**src/design/tehc_pkg.sv**
```systemverilog
// Shared constants and types for the tag emulation command handler
package tehc_pkg;
	localparam int unsigned TEHC_AW = 8;
	// *****************************
	// Register byte addresses
	// *****************************
	localparam logic [7:0] ADDR_CTRL = 8'h00;
	localparam logic [7:0] ADDR_CMD = 8'h04;
	localparam logic [7:0] ADDR_RESP = 8'h08;
	localparam logic [7:0] ADDR_STAT = 8'h0c;
	localparam logic [7:0] ADDR_CFG0 = 8'h10;
	localparam logic [7:0] ADDR_CFG1 = 8'h14;
	localparam int CTRL_PROT = 0;
	localparam int CTRL_TYPEA = 1;
	// *****************************
	// Command and answer codes
	// *****************************
	localparam logic [7:0] CMD_LISTEN = 8'h05;
	localparam logic [7:0] CMD_SEND = 8'h06;
	localparam logic [7:0] CMD_IDLE = 8'h07;
	localparam logic [7:0] CMD_ECHO = 8'h55;
	localparam logic [7:0] RC_OK = 8'h00;
	localparam logic [7:0] RC_FRAME = 8'h80;
	localparam logic [7:0] RC_LEN = 8'h82;
	localparam logic [7:0] RC_PROT = 8'h83;
	localparam logic [7:0] RC_CANCEL = 8'h85;
	localparam logic [7:0] RC_COMM = 8'h86;
	localparam logic [7:0] RC_SOF = 8'h88;
	localparam logic [7:0] RC_OVF = 8'h89;
	localparam logic [7:0] RC_FRAMING = 8'h8a;
	localparam logic [7:0] RC_EOF = 8'h8e;
	localparam logic [7:0] LEN_ZERO = 8'h00;
	localparam logic [7:0] LEN_IDLE = 8'h0e;
	localparam logic [7:0] LEN_WAKE = 8'h01;
	localparam logic [7:0] WAKE_FD = 8'h04;
	localparam logic [7:0] WAKE_PIN = 8'h08;
	// *****************************
	// Idle parameter byte positions
	// *****************************
	localparam logic [7:0] P_SRC = 8'h00;
	localparam logic [7:0] P_ENT = 8'h01;
	localparam logic [7:0] P_WAK = 8'h03;
	localparam logic [7:0] P_LEV = 8'h05;
	// *****************************
	// Receive status byte and errors
	// *****************************
	localparam int RXS_CRC = 5;
	localparam int RXS_PAR = 4;
	localparam logic [2:0] RXE_NONE = 3'h0;
	localparam logic [2:0] RXE_COMM = 3'h1;
	localparam logic [2:0] RXE_SOF = 3'h2;
	localparam logic [2:0] RXE_FRAMING = 3'h3;
	localparam logic [2:0] RXE_EOF = 3'h4;
	localparam logic [1:0] HDR_ONE = 2'h1;
	localparam logic [1:0] HDR_TWO = 2'h2;
	localparam logic [1:0] HDR_THREE = 2'h3;
	localparam logic [1:0] APB_LATCH = 2'h1;
	localparam logic [1:0] APB_DONE = 2'h2;
	typedef enum logic [2:0] {S_READY, S_LEN, S_PAYLOAD, S_LISTEN, S_SEND, S_WFE, S_RESP} tehc_state_t;
endpackage

```
**src/design/tehc_mem_if.sv**
```systemverilog
// Port bundle between the handler and its frame buffer
`timescale 1ns/1ps
`default_nettype none
interface tehc_mem_if #(parameter int AW = 8);
	logic we;
	logic [AW-1:0] waddr;
	logic [7:0] wdata;
	logic [AW-1:0] raddr;
	logic [7:0] rdata;
	modport ctl(output we, output waddr, output wdata, output raddr, input rdata);
	modport mem(input we, input waddr, input wdata, input raddr, output rdata);
endinterface
`default_nettype wire

```
**src/design/tehc_buf.sv**
```systemverilog
// Byte buffer with registered read data for frames and payloads
`timescale 1ns/1ps
`default_nettype none
module tehc_buf #(
	parameter int AW = 8
) (
	input wire logic i_core_clk,
	tehc_mem_if.mem m
);
	logic [7:0] ram [0:(1<<AW)-1];
	logic [7:0] rdata_q;
	assign m.rdata = rdata_q;
	always_ff @(posedge i_core_clk) begin
		if (m.we) begin
			ram[m.waddr] <= m.wdata;
		end
		rdata_q <= ram[m.raddr];
	end
endmodule
`default_nettype wire

```
**src/design/tehc_top.sv**
```systemverilog
// Command handler for the card emulation side, with APB slave
// ******************************************
// Notes on behaviour
// - Good reader frame answers 80, length, data
// - Type A frames end with status byte
// - Check and CRC bytes stored before status
// - Listening cancel answers 55, 85, then zero length
// - Buffer overflow answers 89, zero length
// - Framing violation answers 8A, zero length
// - Errors 86, 88, 8E with zero length
// - Command 06 sends bytes, one per rising link clock edge
// - No protocol rejects send with 83
// - Successful send answers 00 00
// - Bad send length answers 82 00
// - Command 07 enters wait-for-event state
// - Wake answer 00 01 source, only on exit
// - Wake data carries the fired wake flags
// - Echo while listening answers 55 85 00
// ******************************************
`timescale 1ns/1ps
`default_nettype none
module tehc_top
	import tehc_pkg::*;
#(
	parameter logic [7:0] RX_LIMIT = 8'hfe
) (
	input wire logic i_core_clk,
	input wire logic i_rst_b,
	input wire logic i_psel,
	input wire logic i_penable,
	input wire logic i_pwrite,
	input wire logic [7:0] i_paddr,
	input wire logic [31:0] i_pwdata,
	output logic [31:0] o_prdata,
	output logic o_pready,
	output logic o_pslverr,
	input wire logic i_rx_valid,
	input wire logic [7:0] i_rx_byte,
	input wire logic i_rx_end,
	input wire logic [2:0] i_rx_err,
	input wire logic i_rx_crc_err,
	input wire logic i_rx_par_err,
	input wire logic [3:0] i_rx_last_bits,
	input wire logic i_lm_clk,
	output logic [7:0] o_lm_byte,
	output logic o_lm_stb,
	output logic o_lm_last,
	output logic [7:0] o_lm_param,
	input wire logic i_field_det,
	input wire logic i_wake_b,
	output logic o_wait_for_event_state,
	output logic o_listening,
	output logic o_resp_ready,
	output logic [15:0] o_entry_resource_control,
	output logic [15:0] o_wake_resource_control,
	output logic [15:0] o_exit_resource_control,
	output logic [7:0] o_wake_source_select
);
	// ******************************************
	// State record
	// ******************************************
	typedef struct packed {
		tehc_state_t st;
		logic [7:0] cmd;
		logic [7:0] len;
		logic [7:0] cnt;
		logic [2:0][7:0] hdr;
		logic [1:0] hdr_n;
		logic [7:0] data_n;
		logic [7:0] rd_idx;
		logic listen_next;
		logic prot_ok;
		logic type_a;
		logic ovf;
		logic [7:0] src;
		logic [15:0] entry;
		logic [15:0] wakec;
		logic [15:0] leave;
		logic [7:0] wake_flag;
		logic [2:0] lm_s;
		logic [2:0] fd_s;
		logic [2:0] pin_s;
		logic [1:0] ph;
		logic [31:0] prdata;
		logic [7:0] tx_byte;
		logic tx_stb;
		logic tx_last;
		logic tx_pend;
		logic [7:0] param;
	} tehc_regs_t;

	tehc_regs_t q;
	tehc_regs_t d;
	tehc_mem_if #(.AW(TEHC_AW)) mif();

	tehc_buf #(.AW(TEHC_AW)) u_buf (
		.i_core_clk(i_core_clk),
		.m(mif.mem)
	);

	// ******************************************
	// Helpers
	// ******************************************
	function automatic tehc_regs_t respond(input tehc_regs_t s, input logic [7:0] h0, input logic [7:0] h1,
		input logic [7:0] h2, input logic [1:0] n, input logic [7:0] dn);
		tehc_regs_t r;
		r = s;
		r.hdr[0] = h0;
		r.hdr[1] = h1;
		r.hdr[2] = h2;
		r.hdr_n = n;
		r.data_n = dn;
		r.rd_idx = 8'h00;
		r.st = S_RESP;
		return r;
	endfunction

	function automatic logic [7:0] rx_err_code(input logic [2:0] e);
		logic [7:0] c;
		c = RC_COMM;
		if (e == RXE_SOF) begin
			c = RC_SOF;
		end else if (e == RXE_FRAMING) begin
			c = RC_FRAMING;
		end else if (e == RXE_EOF) begin
			c = RC_EOF;
		end
		return c;
	endfunction

	function automatic logic mapped(input logic [7:0] a);
		return (a == ADDR_CTRL) || (a == ADDR_CMD) || (a == ADDR_RESP) || (a == ADDR_STAT) ||
			(a == ADDR_CFG0) || (a == ADDR_CFG1);
	endfunction

	logic acc;
	logic fire;
	logic cmd_ok;
	logic fin;
	logic lm_edge;
	logic fd_rise;
	logic pin_fall;
	logic [7:0] b;
	logic [7:0] wflag;
	logic [7:0] resp_byte;
	logic [31:0] rmux;
	logic [7:0] total;

	// ******************************************
	// Next state
	// ******************************************
	always_comb begin
		d = q;
		d.tx_stb = 1'b0;
		mif.we = 1'b0;
		mif.waddr = q.cnt;
		mif.wdata = i_rx_byte;
		fin = 1'b0;
		b = i_pwdata[7:0];
		wflag = 8'h00;
		// Two-flop synchronisers, third flop for edges
		d.lm_s = {q.lm_s[1:0], i_lm_clk};
		d.fd_s = {q.fd_s[1:0], i_field_det};
		d.pin_s = {q.pin_s[1:0], i_wake_b};
		lm_edge = q.lm_s[1] & ~q.lm_s[2];
		fd_rise = q.fd_s[1] & ~q.fd_s[2];
		pin_fall = ~q.pin_s[1] & q.pin_s[2];
		total = 8'({6'h00, q.hdr_n} + q.data_n);
		if (q.st == S_SEND) begin
			mif.raddr = q.rd_idx;
		end else begin
			mif.raddr = 8'(q.rd_idx - {6'h00, q.hdr_n});
		end
		if (q.rd_idx < {6'h00, q.hdr_n}) begin
			resp_byte = q.hdr[q.rd_idx[1:0]];
		end else begin
			resp_byte = mif.rdata;
		end

		// Engines of the waiting states
		case (q.st)
			S_LISTEN: begin
				if (i_rx_valid) begin
					if (q.cnt == RX_LIMIT) begin
						d.ovf = 1'b1;
					end else begin
						mif.we = 1'b1;
						d.cnt = 8'(q.cnt + 8'h01);
					end
				end else if (i_rx_end) begin
					if (i_rx_err != RXE_NONE) begin
						d = respond(q, rx_err_code(i_rx_err), LEN_ZERO, 8'h00, HDR_TWO, 8'h00);
					end else if (q.ovf) begin
						d = respond(q, RC_OVF, LEN_ZERO, 8'h00, HDR_TWO, 8'h00);
					end else if (q.type_a) begin
						mif.we = 1'b1;
						mif.wdata = {2'b00, i_rx_crc_err, i_rx_par_err, i_rx_last_bits};
						d = respond(q, RC_FRAME, 8'(q.cnt + 8'h01), 8'h00, HDR_TWO, 8'(q.cnt + 8'h01));
					end else begin
						d = respond(q, RC_FRAME, q.cnt, 8'h00, HDR_TWO, q.cnt);
					end
				end
			end
			S_SEND: begin
				if (q.tx_pend) begin
					d.tx_byte = mif.rdata;
					d.tx_stb = 1'b1;
					d.tx_last = (8'(q.rd_idx + 8'h01) == q.data_n);
					d.rd_idx = 8'(q.rd_idx + 8'h01);
					d.tx_pend = 1'b0;
				end else if (lm_edge) begin
					if (q.rd_idx == q.data_n) begin
						d = respond(q, RC_OK, LEN_ZERO, 8'h00, HDR_TWO, 8'h00);
					end else begin
						d.tx_pend = 1'b1;
					end
				end
			end
			S_WFE: begin
				if (fd_rise) begin
					wflag = wflag | (q.src & WAKE_FD);
				end
				if (pin_fall) begin
					wflag = wflag | (q.src & WAKE_PIN);
				end
				if (wflag != 8'h00) begin
					d.wake_flag = wflag;
					d = respond(d, RC_OK, LEN_WAKE, wflag, HDR_THREE, 8'h00);
				end
			end
			default: begin
			end
		endcase

		// APB slave, three access cycles per transfer
		acc = i_psel & i_penable;
		fire = acc && (q.ph == APB_DONE);
		if (!acc || fire) begin
			d.ph = 2'h0;
		end else begin
			d.ph = 2'(q.ph + 2'h1);
		end
		cmd_ok = (q.st == S_READY) || (q.st == S_LEN) || (q.st == S_PAYLOAD) || (q.st == S_LISTEN);
		if (i_paddr == ADDR_CTRL) begin
			rmux = {30'h0, q.type_a, q.prot_ok};
		end else if (i_paddr == ADDR_RESP) begin
			rmux = (q.st == S_RESP) ? {24'h0, resp_byte} : 32'h0;
		end else if (i_paddr == ADDR_STAT) begin
			rmux = {16'h0, q.wake_flag, 4'h0, q.st == S_SEND, q.st == S_WFE, q.st == S_LISTEN, q.st == S_RESP};
		end else if (i_paddr == ADDR_CFG0) begin
			rmux = {q.wakec, q.entry};
		end else if (i_paddr == ADDR_CFG1) begin
			rmux = {q.leave, 8'h00, q.src};
		end else begin
			rmux = 32'h0;
		end
		if (acc && (q.ph == APB_LATCH)) begin
			d.prdata = rmux;
		end
		o_pready = fire;
		o_pslverr = fire && (!mapped(i_paddr) || (i_pwrite && (i_paddr == ADDR_CMD) && !cmd_ok));

		if (fire && i_pwrite && (i_paddr == ADDR_CTRL)) begin
			d.prot_ok = i_pwdata[CTRL_PROT];
			d.type_a = i_pwdata[CTRL_TYPEA];
		end
		if (fire && !i_pwrite && (i_paddr == ADDR_RESP) && (q.st == S_RESP)) begin
			d.rd_idx = 8'(q.rd_idx + 8'h01);
			if (8'(q.rd_idx + 8'h01) == total) begin
				d.st = q.listen_next ? S_LISTEN : S_READY;
				d.listen_next = 1'b0;
				d.cnt = 8'h00;
				d.ovf = 1'b0;
			end
		end
		if (fire && i_pwrite && (i_paddr == ADDR_CMD) && cmd_ok) begin
			case (q.st)
				S_READY: begin
					d.cmd = b;
					if (b == CMD_ECHO) begin
						d = respond(d, CMD_ECHO, 8'h00, 8'h00, HDR_ONE, 8'h00);
					end else begin
						d.st = S_LEN;
					end
				end
				S_LEN: begin
					d.len = b;
					d.cnt = 8'h00;
					if (b == LEN_ZERO) begin
						fin = 1'b1;
					end else begin
						d.st = S_PAYLOAD;
					end
				end
				S_PAYLOAD: begin
					mif.we = 1'b1;
					mif.wdata = b;
					d.cnt = 8'(q.cnt + 8'h01);
					d.param = b;
					case (q.cnt)
						P_SRC: d.src = b;
						P_ENT: d.entry[15:8] = b;
						8'(P_ENT + 8'h01): d.entry[7:0] = b;
						P_WAK: d.wakec[15:8] = b;
						8'(P_WAK + 8'h01): d.wakec[7:0] = b;
						P_LEV: d.leave[15:8] = b;
						8'(P_LEV + 8'h01): d.leave[7:0] = b;
						default: begin
						end
					endcase
					if (8'(q.cnt + 8'h01) == q.len) begin
						fin = 1'b1;
					end
				end
				S_LISTEN: begin
					if (b == CMD_ECHO) begin
						d = respond(d, CMD_ECHO, RC_CANCEL, LEN_ZERO, HDR_THREE, 8'h00);
					end
				end
				default: begin
				end
			endcase
		end

		// Completed command with all its bytes
		if (fin) begin
			if (q.cmd == CMD_SEND) begin
				if (d.len == LEN_ZERO || (q.type_a && d.len == LEN_WAKE)) begin
					d = respond(d, RC_LEN, LEN_ZERO, 8'h00, HDR_TWO, 8'h00);
				end else if (!q.prot_ok) begin
					d = respond(d, RC_PROT, LEN_ZERO, 8'h00, HDR_TWO, 8'h00);
				end else begin
					d.st = S_SEND;
					d.rd_idx = 8'h00;
					d.tx_pend = 1'b0;
					d.data_n = q.type_a ? 8'(d.len - 8'h01) : d.len;
				end
			end else if (q.cmd == CMD_IDLE) begin
				if (d.len != LEN_IDLE) begin
					d = respond(d, RC_LEN, LEN_ZERO, 8'h00, HDR_TWO, 8'h00);
				end else begin
					d.st = S_WFE;
				end
			end else if (q.cmd == CMD_LISTEN) begin
				if (d.len != LEN_ZERO) begin
					d = respond(d, RC_LEN, LEN_ZERO, 8'h00, HDR_TWO, 8'h00);
				end else if (!q.prot_ok) begin
					d = respond(d, RC_PROT, LEN_ZERO, 8'h00, HDR_TWO, 8'h00);
				end else begin
					d = respond(d, RC_OK, LEN_ZERO, 8'h00, HDR_TWO, 8'h00);
					d.listen_next = 1'b1;
				end
			end else begin
				d = respond(d, RC_LEN, LEN_ZERO, 8'h00, HDR_TWO, 8'h00);
			end
		end
	end

	// ******************************************
	// State register
	// ******************************************
	always_ff @(posedge i_core_clk) begin
		if (!i_rst_b) begin
			q <= '0;
			q.st <= S_READY;
			q.lm_s <= 3'h0;
			q.fd_s <= 3'h0;
			q.pin_s <= 3'h7;
		end else begin
			q <= d;
		end
	end

	// ******************************************
	// Outputs
	// ******************************************
	assign o_prdata = q.prdata;
	assign o_lm_byte = q.tx_byte;
	assign o_lm_stb = q.tx_stb;
	assign o_lm_last = q.tx_last;
	assign o_lm_param = q.param;
	assign o_wait_for_event_state = (q.st == S_WFE);
	assign o_listening = (q.st == S_LISTEN);
	assign o_resp_ready = (q.st == S_RESP);
	assign o_entry_resource_control = q.entry;
	assign o_wake_resource_control = q.wakec;
	assign o_exit_resource_control = q.leave;
	assign o_wake_source_select = q.src;
endmodule
`default_nettype wire

```
**config.mk**
```make
export PLATFORM = sky130hd
export DESIGN_NAME = tehc_top
export DESIGN_NICKNAME = d
export VERILOG_FILES = /design/src/design/tehc_pkg.sv /design/src/design/tehc_mem_if.sv /design/src/design/tehc_buf.sv /design/src/design/tehc_top.sv
export SDC_FILE = /design/constraint.sdc
export NUM_CORES = 2
export LEC_CHECK = 0
export ABC_AREA = 1
export BUFFER_PORTS_ARGS = -buffer_cell sky130_fd_sc_hd__buf_4
export CELL_PAD_IN_SITES_DETAIL_PLACEMENT = 0
export CELL_PAD_IN_SITES_GLOBAL_PLACEMENT = 2
export CORE_UTILIZATION = 37
export CTS_BUF_LIST = sky130_fd_sc_hd__clkbuf_4
export CTS_CLUSTER_DIAMETER = 200
export CTS_CLUSTER_SIZE = 16
export DETAILED_ROUTE_END_ITERATION = 7
export PLACE_DENSITY_LB_ADDON = 0.1
export SLEW_MARGIN = 0
export SYNTH_ARGS = -nofsm -noshare
export SYNTH_HDL_FRONTEND = slang
export SYNTH_SLANG_ARGS = --single-unit
```
**constraint.sdc**
```tcl
create_clock -name i_core_clk -period 19.3 [get_ports i_core_clk]
set_clock_uncertainty 0.2 [all_clocks]
set_input_delay 0 -clock i_core_clk [delete_from_list [all_inputs] [get_ports i_core_clk]]
set_output_delay 0 -clock i_core_clk [all_outputs]
set_load 0.005 [all_outputs]
```
==> flow_summary.toml <==
[global_route]
grt_use_met1_pct = 33.4
grt_busiest_layer = "met2"
grt_use_met3_pct = 2.70
gr-total-overflow = 0
grt_pass1_wl_mm = 467
gr-usage-all-layers_pct = 23.5
grt_max_degree = 170
grt_pass1_vias = 64800
grt_antenna_before_repair = 19
use_met2_pct = 38.5

[clock_network]
postCtsResizedCells = 0
cts_tree = "done"
h-tree-depth = 4
clk_pin_slew_ps = 180
numCtsBuffers = 158
clockRootBuffer = "clkbuf_4"
clock-sinks = 2249
clock_latency_ps = 1390
cts_buffer_depth = 3

[synth]
synth_adder_area_share_pct = 0.215
synth-async-reset-ratio_pct = 0
ys_ff_latch = 2249
synth-edff-count = 2048
yosys.area_share.simple_pct = 21.4
synth-compound-area-share_pct = 2.91
synth_area_um2 = 100000
yosysUniqueCellTypes = 48
synth_top_family_by_area = "simple AND/OR/NAND/NOR gates"
syn_area_per_cell_um2 = 9.75
syn_inst = 10300
yosys_most_used_dff = "edfxtp_1"
synthMuxAreaShare_pct = 0
yosysWarnings = 0
post_synth_xor_area_fraction_pct = 0.219
synth.yosys.seq_area_share_pct = 65.4
synth_nets = 10400

[detailed_routing]
via_count = 68900
antenna_left = 0
totalWireLength_mm = 325
via_per_inst = 4.98
firstDrtPassIters = 6
drc_errors = 0
drtIter0Drc = 5495
routedWlPerCell_um = 23.5

[timing]
setup_tns_ps = 0
period_minus_slack_ps = 7970
whs_ps = 155
max_freq_ghz = 0.125
rsz0062_at_grt = "no"
hold_violations = 0
slew_violations = 0
relSlewSlack_pct = 21.5
tightest_slew_ps = 1170
post-route-period-util_pct = 41.3
setup_violations = 0

[final_layout]
syn2layout_area_growth_pct = 7.13
drive_gt1_share_pct = 5.65
fillers = 26500
final_cell_mix = "2737 x nand2_1, 2048 x edfxtp_1, 1837 x nand3_1"
final_net_count = 10300
final_common_cell = "nand2_1"

[placement]
place_hpwl_mm = 187
gp_congestion = 0.823
io_buffers = 153

[critical_path]
r2r_setup_slack_ps = 12130
path_cells = "dlygate4sd3_1, buf_4, dlygate4sd3_1, nor2_4, dlygate4sd3_1, nand2_2, nor3_4, dlygate4sd3_1, dlygate4sd3_1, nand2_1, dlygate4sd3_1, nor2_2, nand2_1, o21ai_4, dlygate4sd3_1, buf_4, buf_4"
cp.required_ps = 20050
rr_worst_depth = 17
critPathLaunchType = "input port"
worstPathMaxFanout = 70
worst_path_largest_cell_delay_ps = 1230
cp_num_buf_inv = 10
crit_path_frequent_cell = "dlygate4sd3_1"
r2r-end = "u_buf.m.rdata[3]"
crit_path_top_delay_cell = "dlygate4sd3_1"
end_kind = "flop"
critPathArrivalTime_ps = 8720
path_class = "in2reg"
rr_startpoint = "q[197]"
crit_family = "buffers and inverters"

[floorplanning]
start_util_pct = 37.3
die_w_um = 522
num_rows = 190
die_area_um2 = 273000
coreArea_um2 = 269000
die_h_um = 522
io_pins = 178

[worst_hold_path]
holdPathStages = 5
min_to = "u_buf.ram[9][1]"
hold_path_class = "in2reg"
min-delay-start = "i_rx_last_bits[1]"

[pwr]
peakVddDrop_mv = 0.0544
power_density_nw_per_um2 = 70.1
p_leak_nw = 43.3

[outcome]
status = "complete, no violations"

[job]
cap_violations = 0
[cell usage after synthesis, types with 2 or more instances]
library cell,number,area share (%)
a211oi_1,4,0.030
a21oi_1,162,0.81
a221oi_1,2,0.017
a31oi_1,19,0.12
buf_1,59,0.22
buf_2,244,1.2
buf_4,108,0.81
buf_6,3,0.034
clkbuf_1,230,0.86
clkinv_1,5,0.019
dfxtp_1,201,4.0
edfxtp_1,2048,61
fa_1,2,0.040
ha_1,14,0.17
inv_1,1761,6.6
inv_2,10,0.037
nand2_1,2751,10
nand2_2,12,0.075
nand3_1,1839,9.2
nand3_2,5,0.050
nand3b_1,2,0.015
nand4_1,16,0.10
nor2_1,376,1.4
nor2_2,11,0.069
nor2_4,4,0.045
nor3_1,12,0.060
nor3_2,2,0.020
nor4_1,8,0.050
o2111ai_1,10,0.087
o211ai_1,65,0.49
o21ai_0,230,1.1
o21ai_1,5,0.025
o21ai_2,5,0.044
o21bai_1,3,0.022
o22ai_1,8,0.050
o31ai_1,2,0.015
or2_2,3,0.019
xnor2_1,10,0.087
xor2_1,15,0.13
[flip-flops by register name, summed over array words and instances, names as in the netlist]
register                  count
u_buf.ram                  2048
q                            79
o_prdata                     32
o_entry_resource_control     16
o_exit_resource_control      16
o_wake_resource_control      16
mif.waddr                     8
o_lm_byte                     8
o_lm_param                    8
o_wake_source_select          8
u_buf.m.rdata                 8
o_lm_last                     1
o_lm_stb                      1
[final cells by class]
class                      instances  area [um2]  area share (%)
sequential                      2249       65500            61.1
clock inverter                    14         219           0.204
tap                             3552        4440            4.14
multi-input combinational       5606       25100            23.4
antenna                           13        32.5          0.0303
inverter                        1776        6670            6.22
timing repair buffer             431        3860            3.60
clock buffer                     194        1460            1.36
[timing repair]
| item | CTS | global route |
|---|---|---|
| setup endpoints to repair | 0 | 0 |
| hold endpoints to repair | 1337 | 0 |
| hold buffers | 149 | 0 |
| buffers inserted | 0 | 0 |
[worst register-to-register path, delay by kind of cell, from the launching register on]
family                 cells  cell delay (ps)
DFF                        1              520
buffers and inverters      4             2720
and+or+nand+nor           13             3590
[per-stage QoR]
stage	util (%)	area (um2)	setup slack (ps)	total power, W	std cells
6_report	39.9	107000	11330	0.00752	13800
5_1_grt	39.9	107000	11130	0.00775	13800
4_1_cts	39.9	107000	11490	0.00760	13800
3_5_place_dp	38.7	104000	12210	0.00554	13500
3_3_place_gp	38.7	104000	12180	0.00554	13500
2_1_floorplan	-	100000	5350	0.00551	10300
[per-layer routing]
layer	wire length (um)	vias to the layer above
met5	33	-
li1	-	33100
met4	7090	6
met2	154000	1557
met1	148000	33900
met3	15600	304
[cells by family after synthesis]
logic type / after synthesis
simple gates: 5044
buf+inv: 2420
flops: 2249
compound gates: 521
xor+xnor: 25
fa+ha+maj: 16
[worst max path at each step]
stage | start | to | depth (start not counted)
floorplan | q[51] | u_buf.ram[0][4] | 12
global placement | q[197] | u_buf.m.rdata[5] | 17
detailed placement | q[197] | u_buf.m.rdata[5] | 17
CTS | i_paddr[0] | u_buf.ram[13][4] | 17
global route | i_paddr[0] | u_buf.ram[10][4] | 17
finish | i_paddr[0] | u_buf.ram[11][4] | 17
[report_power, final]
| group | internal [W] | switching (W) | leakage (nW) |
|---|---|---|---|
| sequential | 0.00530 | 0.000000421 | 20.0 |
| clock | 0.000531 | 0.00154 | 0.986 |
| combinational | 0.0000298 | 0.000114 | 22.3 |
Power figures use the tool's default switching activity.
